===== src/ffl_regs.vh =====
`ifndef FFL_REGS_VH
`define FFL_REGS_VH
// Operation
// - latency counts edges from the operation edge; zero means that same edge
// - single clock: write moves full, nearly full, ack, overflow at once; prog full later
// - single clock: read moves empty, nearly empty, valid, underflow, count at once
// - single clock: read moves full and nearly full at once, prog full one later
// - write acknowledge and overflow change only on write attempts
// - single clock, no or one output register: write reaches empty after 2, near/prog after 1
// - single clock, both output registers: write reaches empty after 3, near/prog empty after 2
// - underflow changes only on read attempts; valid does too in dual clock, in single clock it follows not empty
// - dual clock: write moves full side at once; prog full, write count one later
// - dual clock: read moves empty side at once; prog empty, read count one later
// - dual clock: read reaches full, nearly full, write count after 1 + N+2
// - dual clock: read reaches prog full after 1 + N+3 write clocks
// - dual clock: write reaches empty, nearly empty, read count after 1 + N+2
// - dual clock: write reaches prog empty after 1 + N+3 read clocks
// - pointer crossing uses N synchroniser stages, two by default
`define FFL_ADDR_W       8
`define FFL_ADDR_PF_THR  8'h00
`define FFL_ADDR_PE_THR  8'h04
`define FFL_ADDR_STATUS  8'h08
`define FFL_ADDR_COUNT   8'h0C
`define FFL_THR_W        16
`define FFL_PF_THR_RST   16'h000C
`define FFL_PE_THR_RST   16'h0004
`define FFL_ST_FULL      0
`define FFL_ST_NFULL     1
`define FFL_ST_PFULL     2
`define FFL_ST_EMPTY     3
`define FFL_ST_NEMPTY    4
`define FFL_ST_PEMPTY    5
`define FFL_ST_W         6
`define FFL_NEAR_GAP     1
`define FFL_SYNC_N       2
`endif


===== src/ffl_sync.v =====
`timescale 1ns/1ps
`include "ffl_regs.vh"
module ffl_sync
#(
   parameter WIDTH  = 5,
   parameter STAGES = `FFL_SYNC_N
)
(
   input  wire             clk_sys,
   input  wire             rstn,
   input  wire [WIDTH-1:0] d,
   output wire [WIDTH-1:0] q
);

   reg [WIDTH-1:0] stage_q [0:STAGES-1];

   genvar g;
   generate
      for (g = 0; g < STAGES; g = g + 1)
      begin : g_stage
         always @(posedge clk_sys or negedge rstn)
         begin
            if (!rstn)
               stage_q[g] <= {WIDTH{1'b0}};
            else if (g == 0)
               stage_q[g] <= d;
            else
               stage_q[g] <= stage_q[(g == 0) ? 0 : g-1];
         end
      end
   endgenerate

   assign q = stage_q[STAGES-1];

endmodule // ffl_sync


===== src/ffl_top.v =====
// The register addresses and the plain strobed port were chosen for this implementation.
`timescale 1ns/1ps
`include "ffl_regs.vh"
module ffl_top
#(
   parameter DW          = 8,
   parameter AW          = 4,
   parameter SYNC_STAGES = `FFL_SYNC_N,
   parameter DUAL_MODE   = 0,
   parameter OUT_REGS    = 0
)
(
   input  wire                   clk_sys,
   input  wire                   rstn,
   input  wire                   wr_en,
   input  wire [DW-1:0]          wr_data,
   input  wire                   rd_en,
   output reg  [DW-1:0]          rd_data_q,
   output reg                    valid_q,
   output reg                    underflow_q,
   output reg                    full_q,
   output reg                    nearly_full_flag_q,
   output reg                    programmable_full_flag_q,
   output reg                    write_acknowledge_q,
   output reg                    overflow_q,
   output reg                    empty_q,
   output reg                    nearly_empty_flag_q,
   output reg                    programmable_empty_flag_q,
   output reg  [AW:0]            occupancy_count_q,
   output reg  [AW:0]            write_side_occupancy_q,
   output reg  [AW:0]            read_side_occupancy_q,
   input  wire [`FFL_ADDR_W-1:0] bus_addr,
   input  wire [31:0]            bus_wdata,
   input  wire                   bus_wr,
   input  wire                   bus_rd,
   output reg  [31:0]            bus_rdata_q
);

   localparam PW    = AW + 1;
   localparam DEPTH = 1 << AW;
   localparam LAT   = (OUT_REGS == 2) ? 2 : 1;
   localparam [PW-1:0] NF_LEVEL = DEPTH - `FFL_NEAR_GAP;
   localparam [PW-1:0] NE_LEVEL = `FFL_NEAR_GAP;
   localparam [PW-1:0] PTR_ONE  = 1;

   function [PW-1:0] bin2gray;
      input [PW-1:0] b;
      begin
         bin2gray = b ^ (b >> 1);
      end
   endfunction

   function [PW-1:0] gray2bin;
      input [PW-1:0] g;
      integer i;
      begin
         gray2bin[PW-1] = g[PW-1];
         for (i = PW - 2; i >= 0; i = i - 1)
            gray2bin[i] = gray2bin[i+1] ^ g[i];
      end
   endfunction

   reg  [DW-1:0]          mem_q [0:DEPTH-1];
   reg  [PW-1:0]          wptr_q;
   reg  [PW-1:0]          rptr_q;
   reg  [PW-1:0]          wpd0_q;
   reg  [PW-1:0]          wpd1_q;
   reg  [PW-1:0]          wgray_q;
   reg  [PW-1:0]          rgray_q;
   reg  [PW-1:0]          wptr_r_q;
   reg  [PW-1:0]          wptr_r2_q;
   reg  [PW-1:0]          rptr_w_q;
   reg  [PW-1:0]          rptr_w2_q;
   reg  [`FFL_THR_W-1:0]  pf_thr_q;
   reg  [`FFL_THR_W-1:0]  pe_thr_q;

   wire                   wr_fire;
   wire                   rd_fire;
   wire [PW-1:0]          wptr_d;
   wire [PW-1:0]          rptr_d;
   wire [PW-1:0]          wsync;
   wire [PW-1:0]          rsync;
   wire [PW-1:0]          rp_f;
   wire [PW-1:0]          rp_pf;
   wire [PW-1:0]          wp_e;
   wire [PW-1:0]          wp_ne;
   wire [PW-1:0]          wp_pe;
   wire [PW-1:0]          wcnt_f;
   wire [PW-1:0]          wcnt_pf;
   wire [PW-1:0]          rcnt_e;
   wire [PW-1:0]          rcnt_ne;
   wire [PW-1:0]          rcnt_pe;
   wire [PW-1:0]          occ_d;
   wire [`FFL_ST_W-1:0]   status;

   // a refused attempt moves no pointer
   assign wr_fire = wr_en & ~full_q;
   assign rd_fire = rd_en & ~empty_q;
   assign wptr_d  = wr_fire ? wptr_q + PTR_ONE : wptr_q;
   assign rptr_d  = rd_fire ? rptr_q + PTR_ONE : rptr_q;

   // pointer crossing through N stages
   ffl_sync
   #(
      .WIDTH  (PW),
      .STAGES (SYNC_STAGES)
   )
   u_wsync
   (
      .clk_sys (clk_sys),
      .rstn    (rstn),
      .d       (wgray_q),
      .q       (wsync)
   );

   ffl_sync
   #(
      .WIDTH  (PW),
      .STAGES (SYNC_STAGES)
   )
   u_rsync
   (
      .clk_sys (clk_sys),
      .rstn    (rstn),
      .d       (rgray_q),
      .q       (rsync)
   );

   // pointer views seen by each flag
   assign rp_f  = DUAL_MODE ? rptr_w_q : rptr_d;
   assign rp_pf = DUAL_MODE ? rptr_w2_q : rptr_q;
   assign wp_ne = DUAL_MODE ? wptr_r_q : ((LAT == 1) ? wptr_q : wpd0_q);
   assign wp_e  = DUAL_MODE ? wptr_r_q : ((LAT == 1) ? wpd0_q : wpd1_q);
   assign wp_pe = DUAL_MODE ? wptr_r2_q : wp_ne;

   assign wcnt_f  = wptr_d - rp_f;
   assign wcnt_pf = wptr_q - rp_pf;
   assign rcnt_e  = wp_e - rptr_d;
   assign rcnt_ne = wp_ne - rptr_d;
   assign rcnt_pe = wp_pe - rptr_q;
   assign occ_d   = wptr_d - rptr_d;

   always @(posedge clk_sys)
   begin
      if (wr_fire)
         mem_q[wptr_q[AW-1:0]] <= wr_data;
   end

   // pointers and their delayed and crossed copies
   always @(posedge clk_sys or negedge rstn)
   begin
      if (!rstn)
      begin
         wptr_q    <= {PW{1'b0}};
         rptr_q    <= {PW{1'b0}};
         wpd0_q    <= {PW{1'b0}};
         wpd1_q    <= {PW{1'b0}};
         wgray_q   <= {PW{1'b0}};
         rgray_q   <= {PW{1'b0}};
         wptr_r_q  <= {PW{1'b0}};
         wptr_r2_q <= {PW{1'b0}};
         rptr_w_q  <= {PW{1'b0}};
         rptr_w2_q <= {PW{1'b0}};
      end
      else
      begin
         wptr_q    <= wptr_d;
         rptr_q    <= rptr_d;
         wpd0_q    <= wptr_q;
         wpd1_q    <= wpd0_q;
         wgray_q   <= bin2gray(wptr_q);
         rgray_q   <= bin2gray(rptr_q);
         wptr_r_q  <= gray2bin(wsync);
         wptr_r2_q <= wptr_r_q;
         rptr_w_q  <= gray2bin(rsync);
         rptr_w2_q <= rptr_w_q;
      end
   end

   // write side flags
   always @(posedge clk_sys or negedge rstn)
   begin
      if (!rstn)
      begin
         full_q                   <= 1'b0;
         nearly_full_flag_q       <= 1'b0;
         programmable_full_flag_q <= 1'b0;
         write_acknowledge_q      <= 1'b0;
         overflow_q               <= 1'b0;
         write_side_occupancy_q   <= {PW{1'b0}};
      end
      else
      begin
         full_q                   <= wcnt_f[AW];
         nearly_full_flag_q       <= (wcnt_f >= NF_LEVEL);
         programmable_full_flag_q <= ({{(`FFL_THR_W-PW){1'b0}}, wcnt_pf} >= pf_thr_q);
         write_acknowledge_q      <= wr_fire;
         overflow_q               <= wr_en & full_q;
         if (DUAL_MODE)
            write_side_occupancy_q <= wptr_q - rptr_w_q;
         else
            write_side_occupancy_q <= occ_d;
      end
   end

   // read side flags
   always @(posedge clk_sys or negedge rstn)
   begin
      if (!rstn)
      begin
         empty_q                   <= 1'b1;
         nearly_empty_flag_q       <= 1'b1;
         programmable_empty_flag_q <= 1'b1;
         valid_q                   <= 1'b0;
         underflow_q               <= 1'b0;
         occupancy_count_q         <= {PW{1'b0}};
         read_side_occupancy_q     <= {PW{1'b0}};
      end
      else
      begin
         empty_q                   <= (rcnt_e == {PW{1'b0}});
         nearly_empty_flag_q       <= (rcnt_ne <= NE_LEVEL);
         programmable_empty_flag_q <= ({{(`FFL_THR_W-PW){1'b0}}, rcnt_pe} <= pe_thr_q);
         underflow_q               <= rd_en & empty_q;
         occupancy_count_q         <= occ_d;
         if (DUAL_MODE)
         begin
            valid_q               <= rd_fire;
            read_side_occupancy_q <= wptr_r_q - rptr_q;
         end
         else
         begin
            valid_q               <= (rcnt_e != {PW{1'b0}});
            read_side_occupancy_q <= occ_d;
         end
      end
   end

   // read data: fall-through presents head, standard loads on read
   always @(posedge clk_sys or negedge rstn)
   begin
      if (!rstn)
         rd_data_q <= {DW{1'b0}};
      else if (!DUAL_MODE)
         rd_data_q <= mem_q[rptr_d[AW-1:0]];
      else if (rd_fire)
         rd_data_q <= mem_q[rptr_q[AW-1:0]];
   end

   assign status[`FFL_ST_FULL]   = full_q;
   assign status[`FFL_ST_NFULL]  = nearly_full_flag_q;
   assign status[`FFL_ST_PFULL]  = programmable_full_flag_q;
   assign status[`FFL_ST_EMPTY]  = empty_q;
   assign status[`FFL_ST_NEMPTY] = nearly_empty_flag_q;
   assign status[`FFL_ST_PEMPTY] = programmable_empty_flag_q;

   // threshold registers
   always @(posedge clk_sys or negedge rstn)
   begin
      if (!rstn)
      begin
         pf_thr_q <= `FFL_PF_THR_RST;
         pe_thr_q <= `FFL_PE_THR_RST;
      end
      else if (bus_wr)
      begin
         if (bus_addr == `FFL_ADDR_PF_THR)
            pf_thr_q <= bus_wdata[`FFL_THR_W-1:0];
         else if (bus_addr == `FFL_ADDR_PE_THR)
            pe_thr_q <= bus_wdata[`FFL_THR_W-1:0];
      end
   end

   // read data stands only in the cycle after the strobe
   always @(posedge clk_sys or negedge rstn)
   begin
      if (!rstn)
         bus_rdata_q <= 32'h00000000;
      else if (!bus_rd)
         bus_rdata_q <= 32'h00000000;
      else if (bus_addr == `FFL_ADDR_PF_THR)
         bus_rdata_q <= {{(32-`FFL_THR_W){1'b0}}, pf_thr_q};
      else if (bus_addr == `FFL_ADDR_PE_THR)
         bus_rdata_q <= {{(32-`FFL_THR_W){1'b0}}, pe_thr_q};
      else if (bus_addr == `FFL_ADDR_STATUS)
         bus_rdata_q <= {{(32-`FFL_ST_W){1'b0}}, status};
      else if (bus_addr == `FFL_ADDR_COUNT)
         bus_rdata_q <= {{(32-PW){1'b0}}, occupancy_count_q};
      else
         bus_rdata_q <= 32'h00000000;
   end

endmodule // ffl_top


===== config.mk =====
export PLATFORM = sky130hd
export DESIGN_NAME = ffl_top
export DESIGN_NICKNAME = d
export VERILOG_FILES = /design/src/ffl_sync.v /design/src/ffl_top.v
export VERILOG_INCLUDE_DIRS = /design/src /design/src/src
export SDC_FILE = /design/constraint.sdc
export NUM_CORES = 1
export LEC_CHECK = 0
export BUFFER_PORTS_ARGS = -buffer_cell sky130_fd_sc_hd__buf_2
export CELL_PAD_IN_SITES_DETAIL_PLACEMENT = 2
export CELL_PAD_IN_SITES_GLOBAL_PLACEMENT = 2
export CORE_MARGIN = 10
export CORE_UTILIZATION = 39
export DETAILED_ROUTE_END_ITERATION = 7
export GPL_TIMING_DRIVEN = 0
export PLACE_DENSITY = 0.87
export SETUP_SLACK_MARGIN = 0.2
export SLEW_MARGIN = 25
export SYNTH_ARGS = -nofsm -noshare
export SYNTH_HDL_FRONTEND = slang
export SYNTH_SLANG_ARGS = --single-unit

===== constraint.sdc =====
create_clock -name clk_sys -period 3.9 [get_ports clk_sys]
set_input_delay 0.195 -clock clk_sys [delete_from_list [all_inputs] [get_ports clk_sys]]
set_output_delay 0.195 -clock clk_sys [all_outputs]
set_load 0.02 [all_outputs]

# Yosys cells after proc, flatten, opt, wreduce, memory -nomap -nowiden
# Memory sizes are Yosys's and may differ from the RTL's. A register that Yosys moved wholly into a read port is not among the register bits.
# Index checks and enable logic that the tools add are counted.
[classes]
n_reduce_logical = 6
n_lt_le_gt_ge = 4
bitwise = 7
addsub = 6
muxes = 9
n_eq_ne = 3
[op_table]
columns = ["op", "n"]
rows = [
  ["$mux W32", 3],
  ["$sub A5 B5 Y5", 4],
  ["$eq A8 B4 Y1 const B", 2],
  ["$ge A5 B16 Y1", 1],
  ["$le A5 B16 Y1", 1],
  ["$mux W5", 3],
  ["$add A5 B1 Y5 const B", 2],
  ["$eq A8 B3 Y1 const B", 1],
  ["$logic_not A8 Y1", 1],
  ["$mux W6", 1],
  ["$ge A5 B4 Y1 const B", 1],
  ["$le A5 B1 Y1 const B", 1],
  ["$logic_not A5 Y1", 1],
  ["$reduce_bool A5 Y1", 1],
  ["$and A1 B1 Y1", 4],
  ["$not A1 Y1", 3],
  ["$reduce_and A3 Y1", 1],
  ["$mux W1", 2],
  ["$reduce_and A2 Y1", 1],
  ["$logic_not A1 Y1", 1],
]
[totals]
ff_bits = 94
mem_count = 1
inputBits = 54
elab_cells = 53
ramBits = 128
[mem_list]
columns = ["memory", "depth", "word_bits", "rd", "rd_clocked_by_memory_dff", "write_ports", "line_no", "source"]
rows = [
  ["mem_q", 16, 8, 1, 1, 1, "ffl_top.v:63", "reg [DW-1:0] mem_q [0:DEPTH-1];"],
]

# Longest topological paths before layout
# Gate-level depths: netlist of the first run.
[logic_depth]
depth_word = 6
depth_mapped = 13
depth_no_buf = 11

# Worst setup path after synthesis of the first run
# Ideal clock, no wire load.
[synth_path]
kind = "register to register"
from = "register empty_q"
to = "register valid_q"
slack_ns = 1.080
path_buffers = 3
synth_period_minus_slack_ns = 2.820
arrival_time_ns = 2.696
path_stages_with_launch = 14
setup_time_ns = 0.124
cell_sequence = "dfstp_2 nor2b_1 buf_6 xnor2_4 inv_2 buf_2 buf_2 ha_1 nor2b_1 o21ai_0 o21ai_1 maj3_1 xnor2_1 a211o_1"
[synth_via]
elab_chain_cells = 5
[synth_lines]
columns = ["element", "line_no", "source"]
rows = [
  ["from (decl)", "ffl_top.v:26", "output reg empty_q,"],
  ["from (signal assigned)", "ffl_top.v:221", "empty_q <= (rcnt_e == {PW{1'b0}});"],
  ["$not A1 Y1", "ffl_top.v:98", "assign rd_fire = rd_en & ~empty_q;"],
  ["$and A1 B1 Y1", "ffl_top.v:98", ""],
  ["$mux W5", "ffl_top.v:100", "assign rptr_d = rd_fire ? rptr_q + PTR_ONE : rptr_q;"],
  ["named net rp_f[0]", "ffl_top.v:83", "wire [PW-1:0] rp_f;"],
  ["$sub A5 B5 Y5", "ffl_top.v:138", "assign rcnt_e = wp_e - rptr_d;"],
  ["$reduce_bool A5 Y1", "ffl_top.v:233", "valid_q <= (rcnt_e != {PW{1'b0}});"],
  ["to (signal assigned)", "ffl_top.v:228", "valid_q <= rd_fire;"],
  ["to (signal assigned)", "ffl_top.v:233", ""],
  ["to (decl)", "ffl_top.v:19", "output reg valid_q,"],
]
# The timed path passes the listed nets, and every way through them passes these cells.
# A chain may end at the register's enable or synchronous reset.

# Worst setup path in the final report of the first run
[layout_path]
from = "register empty_q"
to = "register nearly_empty_flag_q"
[layout_via]
elab_chain_cells = 5
[layout_lines]
columns = ["element", "line_no", "source"]
rows = [
  ["$not A1 Y1", "ffl_top.v:98", ""],
  ["$and A1 B1 Y1", "ffl_top.v:98", ""],
  ["$mux W5", "ffl_top.v:100", ""],
  ["named net rp_f[0]", "ffl_top.v:83", ""],
  ["$sub A5 B5 Y5", "ffl_top.v:139", "assign rcnt_ne = wp_ne - rptr_d;"],
  ["$le A5 B1 Y1", "ffl_top.v:222", "nearly_empty_flag_q <= (rcnt_ne <= NE_LEVEL);"],
  ["to (signal assigned)", "ffl_top.v:222", ""],
  ["to (decl)", "ffl_top.v:27", "output reg nearly_empty_flag_q,"],
]
# The timed path passes the listed nets, and every way through them passes these cells.

==> flow_metrics.env, run 1 <==
export IMPL_status="completed"
export IMPL_worstPathRequired_ps=4330
export IMPL_powerDensity_nw_per_um2=968
export IMPL_fin_crit_ps=3580
export IMPL_synth_warnings=0
export IMPL_tightest_slew_ps=1050
export IMPL_fp_dieW_um=184
export IMPL_ys_top_cells_by_area="edfxtp_1 37%, dfrtp_1 19%, mux2_2 3.6%, ha_1 3.1%, a21oi_1 3.1%"
export IMPL_fin_crit_sh_pct=91.7
export IMPL_synth_edf_count=128
export IMPL_worstPathArrival_ps=4000
export IMPL_post_cts_setup_buffer_count=0
export IMPL_gp_congestion=0.840
export IMPL_seqCellArea_um2=5980
export IMPL_antenna_left=0
export IMPL_synthArstFlopShare_pct=39.9
export IMPL_path_max_fanout=13
export IMPL_cp_start_kind="register"
export IMPL_hold_path_class="primary input to async pin"
export IMPL_path_buf_inv=5
export IMPL_grt_max_degree=64
export IMPL_ys_ff_latch=213
export IMPL_grt_pass1_wl_mm=67.0
export IMPL_syn_inst=900
export IMPL_critPathMaxStageDelay_ps=630
export IMPL_clkTransAtPathRegs_ps=70
export IMPL_cts_buffers=25
export IMPL_wl_mm=45.4
export IMPL_gr_max_usage_layer="met2"
export IMPL_grt_pass1_vias=9880
export IMPL_synth_top_area_share_pct=36.8
export IMPL_syn_to_final_growth_pct=18.6
export IMPL_slew_headroom_pct=27.9
export IMPL_mostFrequentLayoutCells="128 x edfxtp_1, 100 x buf_2, 79 x dfrtp_1"
export IMPL_portBuffers=86
export IMPL_wl_per_cell_um=32.3
export IMPL_worstSetupEndpointType="register"
export IMPL_hold_viol_final=0
export IMPL_n_fill_cell=2582
export IMPL_path_delay_family="buffers and inverters"
export IMPL_clock_skew_ps=19.3
export IMPL_detail_route_vias_per_cell=6.32
export IMPL_drtPass1Iterations=5
export IMPL_final_common_cell="edfxtp_1"
export IMPL_drive_above_1_share_pct=21.8
export IMPL_rows=59
export IMPL_postSynthAreaPerCell_um2=11.6
export IMPL_setup_viol=0
export IMPL_max_freq_ghz=0.280
export IMPL_grt_overflow=0
export IMPL_cts_sinks=213
export IMPL_h_tree_depth=1
export IMPL_vias=8871
export IMPL_yosysTopAreaCell="edfxtp_1"
export IMPL_clockBufferDepth=3
export IMPL_multi_input_area_um2=3900
export IMPL_start_util_pct=39.9
export IMPL_drcViolationCount=0
export IMPL_preCtsSetupSlack_ps=362
export IMPL_worst_slack_ps=323
export IMPL_final_nets=1132
export IMPL_track_usage_pct=26.4
export IMPL_synth_area_um2=10500
export IMPL_synth_flop_cell="edfxtp_1"
export IMPL_cts_tree="built"
export IMPL_maxCapViolations=0
export IMPL_tns_ps=0
export IMPL_die_area_um2=33700
export IMPL_grtUsageMet3_pct=4.98
export IMPL_crit_path_top_delay_cell="dfstp_2"
export IMPL_groute_layer_met1_usage_pct=29.5
export IMPL_num_io_pins=119
export IMPL_synth_distinct_cells=56
export IMPL_die_h_um=184
export IMPL_root_buffer="clkbuf_16"
export IMPL_path_cells="nor2b_1 -> buf_6 -> xnor2_4 -> inv_2 -> buf_2 -> clkbuf_4 -> ha_1 -> inv_1 -> fa_1 -> maj3_1 -> xnor2_1 -> a21oi_1 -> nor4_2"
export IMPL_hpwlAfterDp_mm=28.3
export IMPL_ir_drop_mv=0.327
export IMPL_p_leak_uw=0.00484
export IMPL_antenna_found_initial=3
export IMPL_worstSkewPairLatency_ps=560
export IMPL_core_area_um2=26200
export IMPL_maxSlewViolCount=0
export IMPL_worstSetupPathType="register to register"
export IMPL_ys_seq_area_share_pct=57.2
export IMPL_rsz0062_at_grt="no"
export IMPL_met2_usage_pct=46.3
export IMPL_dr_first_iter_drc_count=846
==> synthesized netlist by cell type, types with 7 or more instances <==
master,count
a211oi_1,25
a21oi_1,64
a221oi_1,8
a22oi_1,12
a31oi_1,10
buf_1,7
buf_2,16
buf_4,29
clkbuf_1,37
dfrtp_1,79
edfxtp_1,128
ha_1,26
inv_1,41
mux2_2,33
nand2_1,14
nor2_1,66
nor2b_1,34
nor3_1,40
nor4_1,14
o211ai_1,40
o21a_1,8
o21ai_0,38
o221ai_1,16
o22ai_1,16
or4_1,8
xnor2_1,21
==> logic make-up (layout without fill, tap and decap cells) <==
| logic type | count (synthesis) | after routing | synth area share (%) |
|---|---|---|---|
| AOI/OAI and AO/OA | 248 | 248 | 15.3 |
| xor gates and xnor gates | 26 | 26 | 2.49 |
| other | 1 | 19 | 0.0359 |
| muxes | 39 | 39 | 4.54 |
| adders and majority gates | 31 | 31 | 3.78 |
| and+or+nand+nor | 205 | 205 | 10.3 |
| buffers and inverters | 137 | 287 | 6.30 |
| DFF | 213 | 213 | 57.2 |
==> timing repair <==
action                     in CTS  in global routing
hold endpoints to repair      119                  0
hold buffers                   20                  0
setup endpoints to repair       0                  3
resized for setup               0                  3
==> routing by layer <==
metal	part of all wire (%)	vias up
met5	0	-
met4	6.1	0
met3	7.1	177
met2	50	531
met1	36	4557
li1	-	3606
==> power breakdown <==
group	switching, uW	internal [uW]
logic	4570	2120
registers	269	2730
clock network	1040	1260
total	5870	6120
==> layout make-up <==
| type | instances | share of cell area, % |
|---|---|---|
| tap | 335 | 3.38 |
| inverter | 46 | 1.39 |
| buffer | 91 | 3.94 |
| antenna | 3 | 0.0606 |
| clock buffer | 35 | 5.75 |
| timing repair buffer | 108 | 5.42 |
| sequential | 213 | 48.2 |
| clock inverter | 7 | 0.323 |
| multi-input combinational | 565 | 31.5 |
==> state kept, by name, summed over array words and instances (netlist names), 4 cells and up <==
| register | count |
|---|---|
| wp_e | 5 |
| mem_q | 128 |
| pf_thr_q | 16 |
| bus_rdata_q | 16 |
| wp_ne | 5 |
| pe_thr_q | 16 |
| rd_data_q | 8 |
| read_side_occupancy_q | 4 |
| rp_pf | 5 |
==> through the flow <==
step	instance area [um^2]	utilization [%]	total power (uW)	std cells	hold WS (ps)
6_report	12400	47.3	12000	1403	78.3
2_1_floorplan	10500	-	6830	915	-101
3_5_place_dp	11400	43.6	9070	1338	59.6
5_1_grt	12400	47.3	12500	1403	100
4_1_cts	12400	47.2	11500	1400	91.7
3_3_place_gp	11400	43.3	8550	1336	422
==> worst register-to-register path: stages, from the launching register on <==
cell	delay (ps)
dfstp_2	630
nor2b_1	90
buf_6	150
xnor2_4	170
inv_2	190
buf_2	290
clkbuf_4	350
ha_1	190
inv_1	60
fa_1	420
maj3_1	370
xnor2_1	160
a21oi_1	110
nor4_2	260
==> path summary, 6_finish.rpt <==
check	cells past startpoint	to	from	slack (ps)
setup / recovery	13	nearly_empty_flag_q	empty_q	320
hold / removal	2	bus_rdata_q[8]	rstn	80
setup reg to reg	13	nearly_empty_flag_q	empty_q	320
hold reg to reg	0	wp_e[3]	wp_ne[3]	470
max in group asynchronous	3	pf_thr_q[3]	rstn	3170
min in group clk_sys	1	mem_q[1][6]	wr_data[6]	110
(Power assumes the default switching activity.)
==> inputs of run 2 (changes only) <==
Settings changed: CORE_UTILIZATION 39 to 42, PLACE_DENSITY 0.87 to 0.92.
Clock period 3.9 ns to 4.3 ns, I/O delays scaled along.
==> run 2 against run 1 <==
Net effect:
- core utilization up 3.7 points
- worst hold slack got worse by 61 ps
- cell area is 0.29% higher
- first-iteration DRC count up 32%
- combinational power is 7.5% lower
- sequential share of layout area decreased by 0.14 points
- clock power fell by 3%
==> flow_metrics.env, run 2 (same netlist as run 1, synthesis figures left out) <==
export IMPL_r2r_end="nearly_empty_flag_q"
export IMPL_clock_power_share_pct=19.9
export IMPL_hpwlAfterDp_mm=28.5
export IMPL_power_frac_seq_pct=24.5
export IMPL_reg2reg_from="empty_q"
export IMPL_min_from="bus_rd"
export IMPL_worstPathArrival_ps=4140
export IMPL_die_area_um2=31600
export IMPL_worstSkewPairLatency_ps=550
export IMPL_status="completed"
export IMPL_track_usage_pct=29.3
export IMPL_maxSlewViolCount=0
export IMPL_post_cts_setup_buffer_count=0
export IMPL_wl_mm=46.9
export IMPL_whs_path_depth=2
export IMPL_max_freq_ghz=0.269
export IMPL_fin_crit_ps=3720
export IMPL_total_power_uw=11100
export IMPL_grt_max_degree=45
export IMPL_antenna_found_initial=1
export IMPL_die_h_um=178
export IMPL_critPathMaxStageDelay_ps=590
export IMPL_rsz0062_at_grt="no"
export IMPL_wl_per_cell_um=33.7
export IMPL_place_area_um2=11400
export IMPL_mostFrequentLayoutCells="128 x edfxtp_1, 101 x buf_2, 79 x dfrtp_1"
export IMPL_grt_pass1_wl_mm=69.0
export IMPL_h_tree_depth=1
export IMPL_setup_viol=0
export IMPL_drcViolationCount=0
export IMPL_tns_ps=0
export IMPL_cts_tree="built"
export IMPL_cts_resized_gates=0
export IMPL_p_leak_uw=0.00487
export IMPL_root_buffer="clkbuf_16"
export IMPL_hold_path_class="primary input to register"
export IMPL_final_nets=1131
export IMPL_worstSetupPathType="register to register"
export IMPL_switchingPower_uw=5460
export IMPL_vias=9065
export IMPL_fin_area_um2=12400
export IMPL_powerDensity_nw_per_um2=895
export IMPL_final_common_cell="edfxtp_1"
export IMPL_crit_top_cell="buf_2"
export IMPL_cts_sinks=213
export IMPL_portBuffers=86
export IMPL_path_max_fanout=13
export IMPL_detail_route_vias_per_cell=6.51
export IMPL_drive_above_1_share_pct=21.7
export IMPL_crit_path_top_delay_cell="dfstp_2"
export IMPL_fin_crit_sh_pct=86.4
export IMPL_reg2reg_depth=13
export IMPL_dp_cells=1327
export IMPL_worstSetupEndpointType="register"
export IMPL_cp_start_kind="register"
export IMPL_grt_pass1_vias=10100
export IMPL_cts_buffers=25
export IMPL_hold_path_end="bus_rdata_q[0]"
export IMPL_core_area_um2=24400
export IMPL_maxCapViolations=0
export IMPL_worstPathRequired_ps=4720
export IMPL_antenna_left=0
export IMPL_clkTransAtPathRegs_ps=70
export IMPL_path_cells="nor2b_1 -> buf_6 -> xnor2_4 -> inv_2 -> buf_2 -> buf_2 -> ha_1 -> inv_1 -> fa_1 -> maj3_1 -> xnor2_1 -> a21oi_1 -> nor4_2"
export IMPL_hold_ws_ps=17.2
export IMPL_largest_reg_flops=128
export IMPL_dr_first_iter_drc_count=1113
export IMPL_gp_congestion=0.854
export IMPL_rows=57
export IMPL_power_frac_comb_pct=55.6
export IMPL_path_delay_family="buffers and inverters"
export IMPL_tightest_slew_ps=1070
export IMPL_clock_skew_ps=34.2
export IMPL_worst_r2r_setup_slack_ps=580
export IMPL_grt_overflow=0
export IMPL_hold_viol_final=0
export IMPL_drtPass1Iterations=5
export IMPL_fp_dieW_um=178
export IMPL_slew_headroom_pct=28.6
export IMPL_power_share_switching_pct=49.1
export IMPL_start_util_pct=42.9
export IMPL_num_io_pins=119
export IMPL_path_buf_inv=5
export IMPL_power_internal_uw=5660
export IMPL_syn_to_final_growth_pct=18.9
export IMPL_ir_drop_mv=0.423
export IMPL_clockBufferDepth=3
export IMPL_fin_cells=1393
run 2: cell types whose count changed in the layout (fill, tap and decap cells not counted), sizes merged:
cell,delta
buf,+1
inv,+1
clkinv,+3
dlygate4sd3,-1
clkbuf,-3
diode,-2
bufinv,+2
run 2: what timing repair did:
item | 4_1_cts | 5_1_grt
hold endpoints to repair | 95 | 0
setup endpoints to repair | 0 | 0
hold buffers | 19 | 0
run 2: per-layer routing:
metal,share of wire (%),global-route usage [%],routed length (um)
met1,36,33.2,16900
met3,7.9,5.10,3700
met2,50,51.4,23600
met5,0,0,0
met4,5.8,16.3,2740
run 2: layout make-up:
cell class                      instances  area [um^2]
Clock inverter                         13          119
Multi-Input combinational cell        565         3900
Timing Repair Buffer                  107          662
Antenna cell                            1         2.50
Tap cell                              324          405
Buffer                                 91          485
Clock buffer                           33          707
Inverter                               46          173
Sequential cell                       213         5980
Fill cell                            2373        12000
run 2: power groups by stage:
stage | clock network (uW) | logic (uW) | registers, uW
5_1_grt | 2300 | 6440 | 2740
4_1_cts | 2210 | 5980 | 2710
3_5_place_dp | 0 | 5550 | 2730
2_1_floorplan | 0 | 3430 | 2770
6_report | 2220 | 6190 | 2720
3_3_place_gp | 0 | 5030 | 2690
run 2: worst register-to-register path, stage by stage (launching register included):
cell and delay (ps):
dfstp_2 590, nor2b_1 70, buf_6 150, xnor2_4 180, inv_2 170, buf_2 290
buf_2 430, ha_1 230, inv_1 70, fa_1 420, maj3_1 370, xnor2_1 180
a21oi_1 120, nor4_2 310
run 2: stage by stage:
stage          utilization [%]  setup WS [ps]
3_3_place_gp              46.5           1010
6_report                  51.0            584
4_1_cts                   50.9            701
5_1_grt                   51.0            509
3_5_place_dp              46.8            822
2_1_floorplan                -           1480
run 2: worst max-delay path by stage:
| stage | start | to | slack [ps] | cells after the start |
|---|---|---|---|---|
| floorplan | empty_q | valid_q | 1480 | 13 |
| global placement | empty_q | nearly_empty_flag_q | 1010 | 13 |
| detailed placement | empty_q | nearly_empty_flag_q | 820 | 13 |
| CTS | empty_q | nearly_empty_flag_q | 700 | 13 |
| global route | empty_q | nearly_empty_flag_q | 510 | 13 |
| finish | empty_q | nearly_empty_flag_q | 580 | 13 |
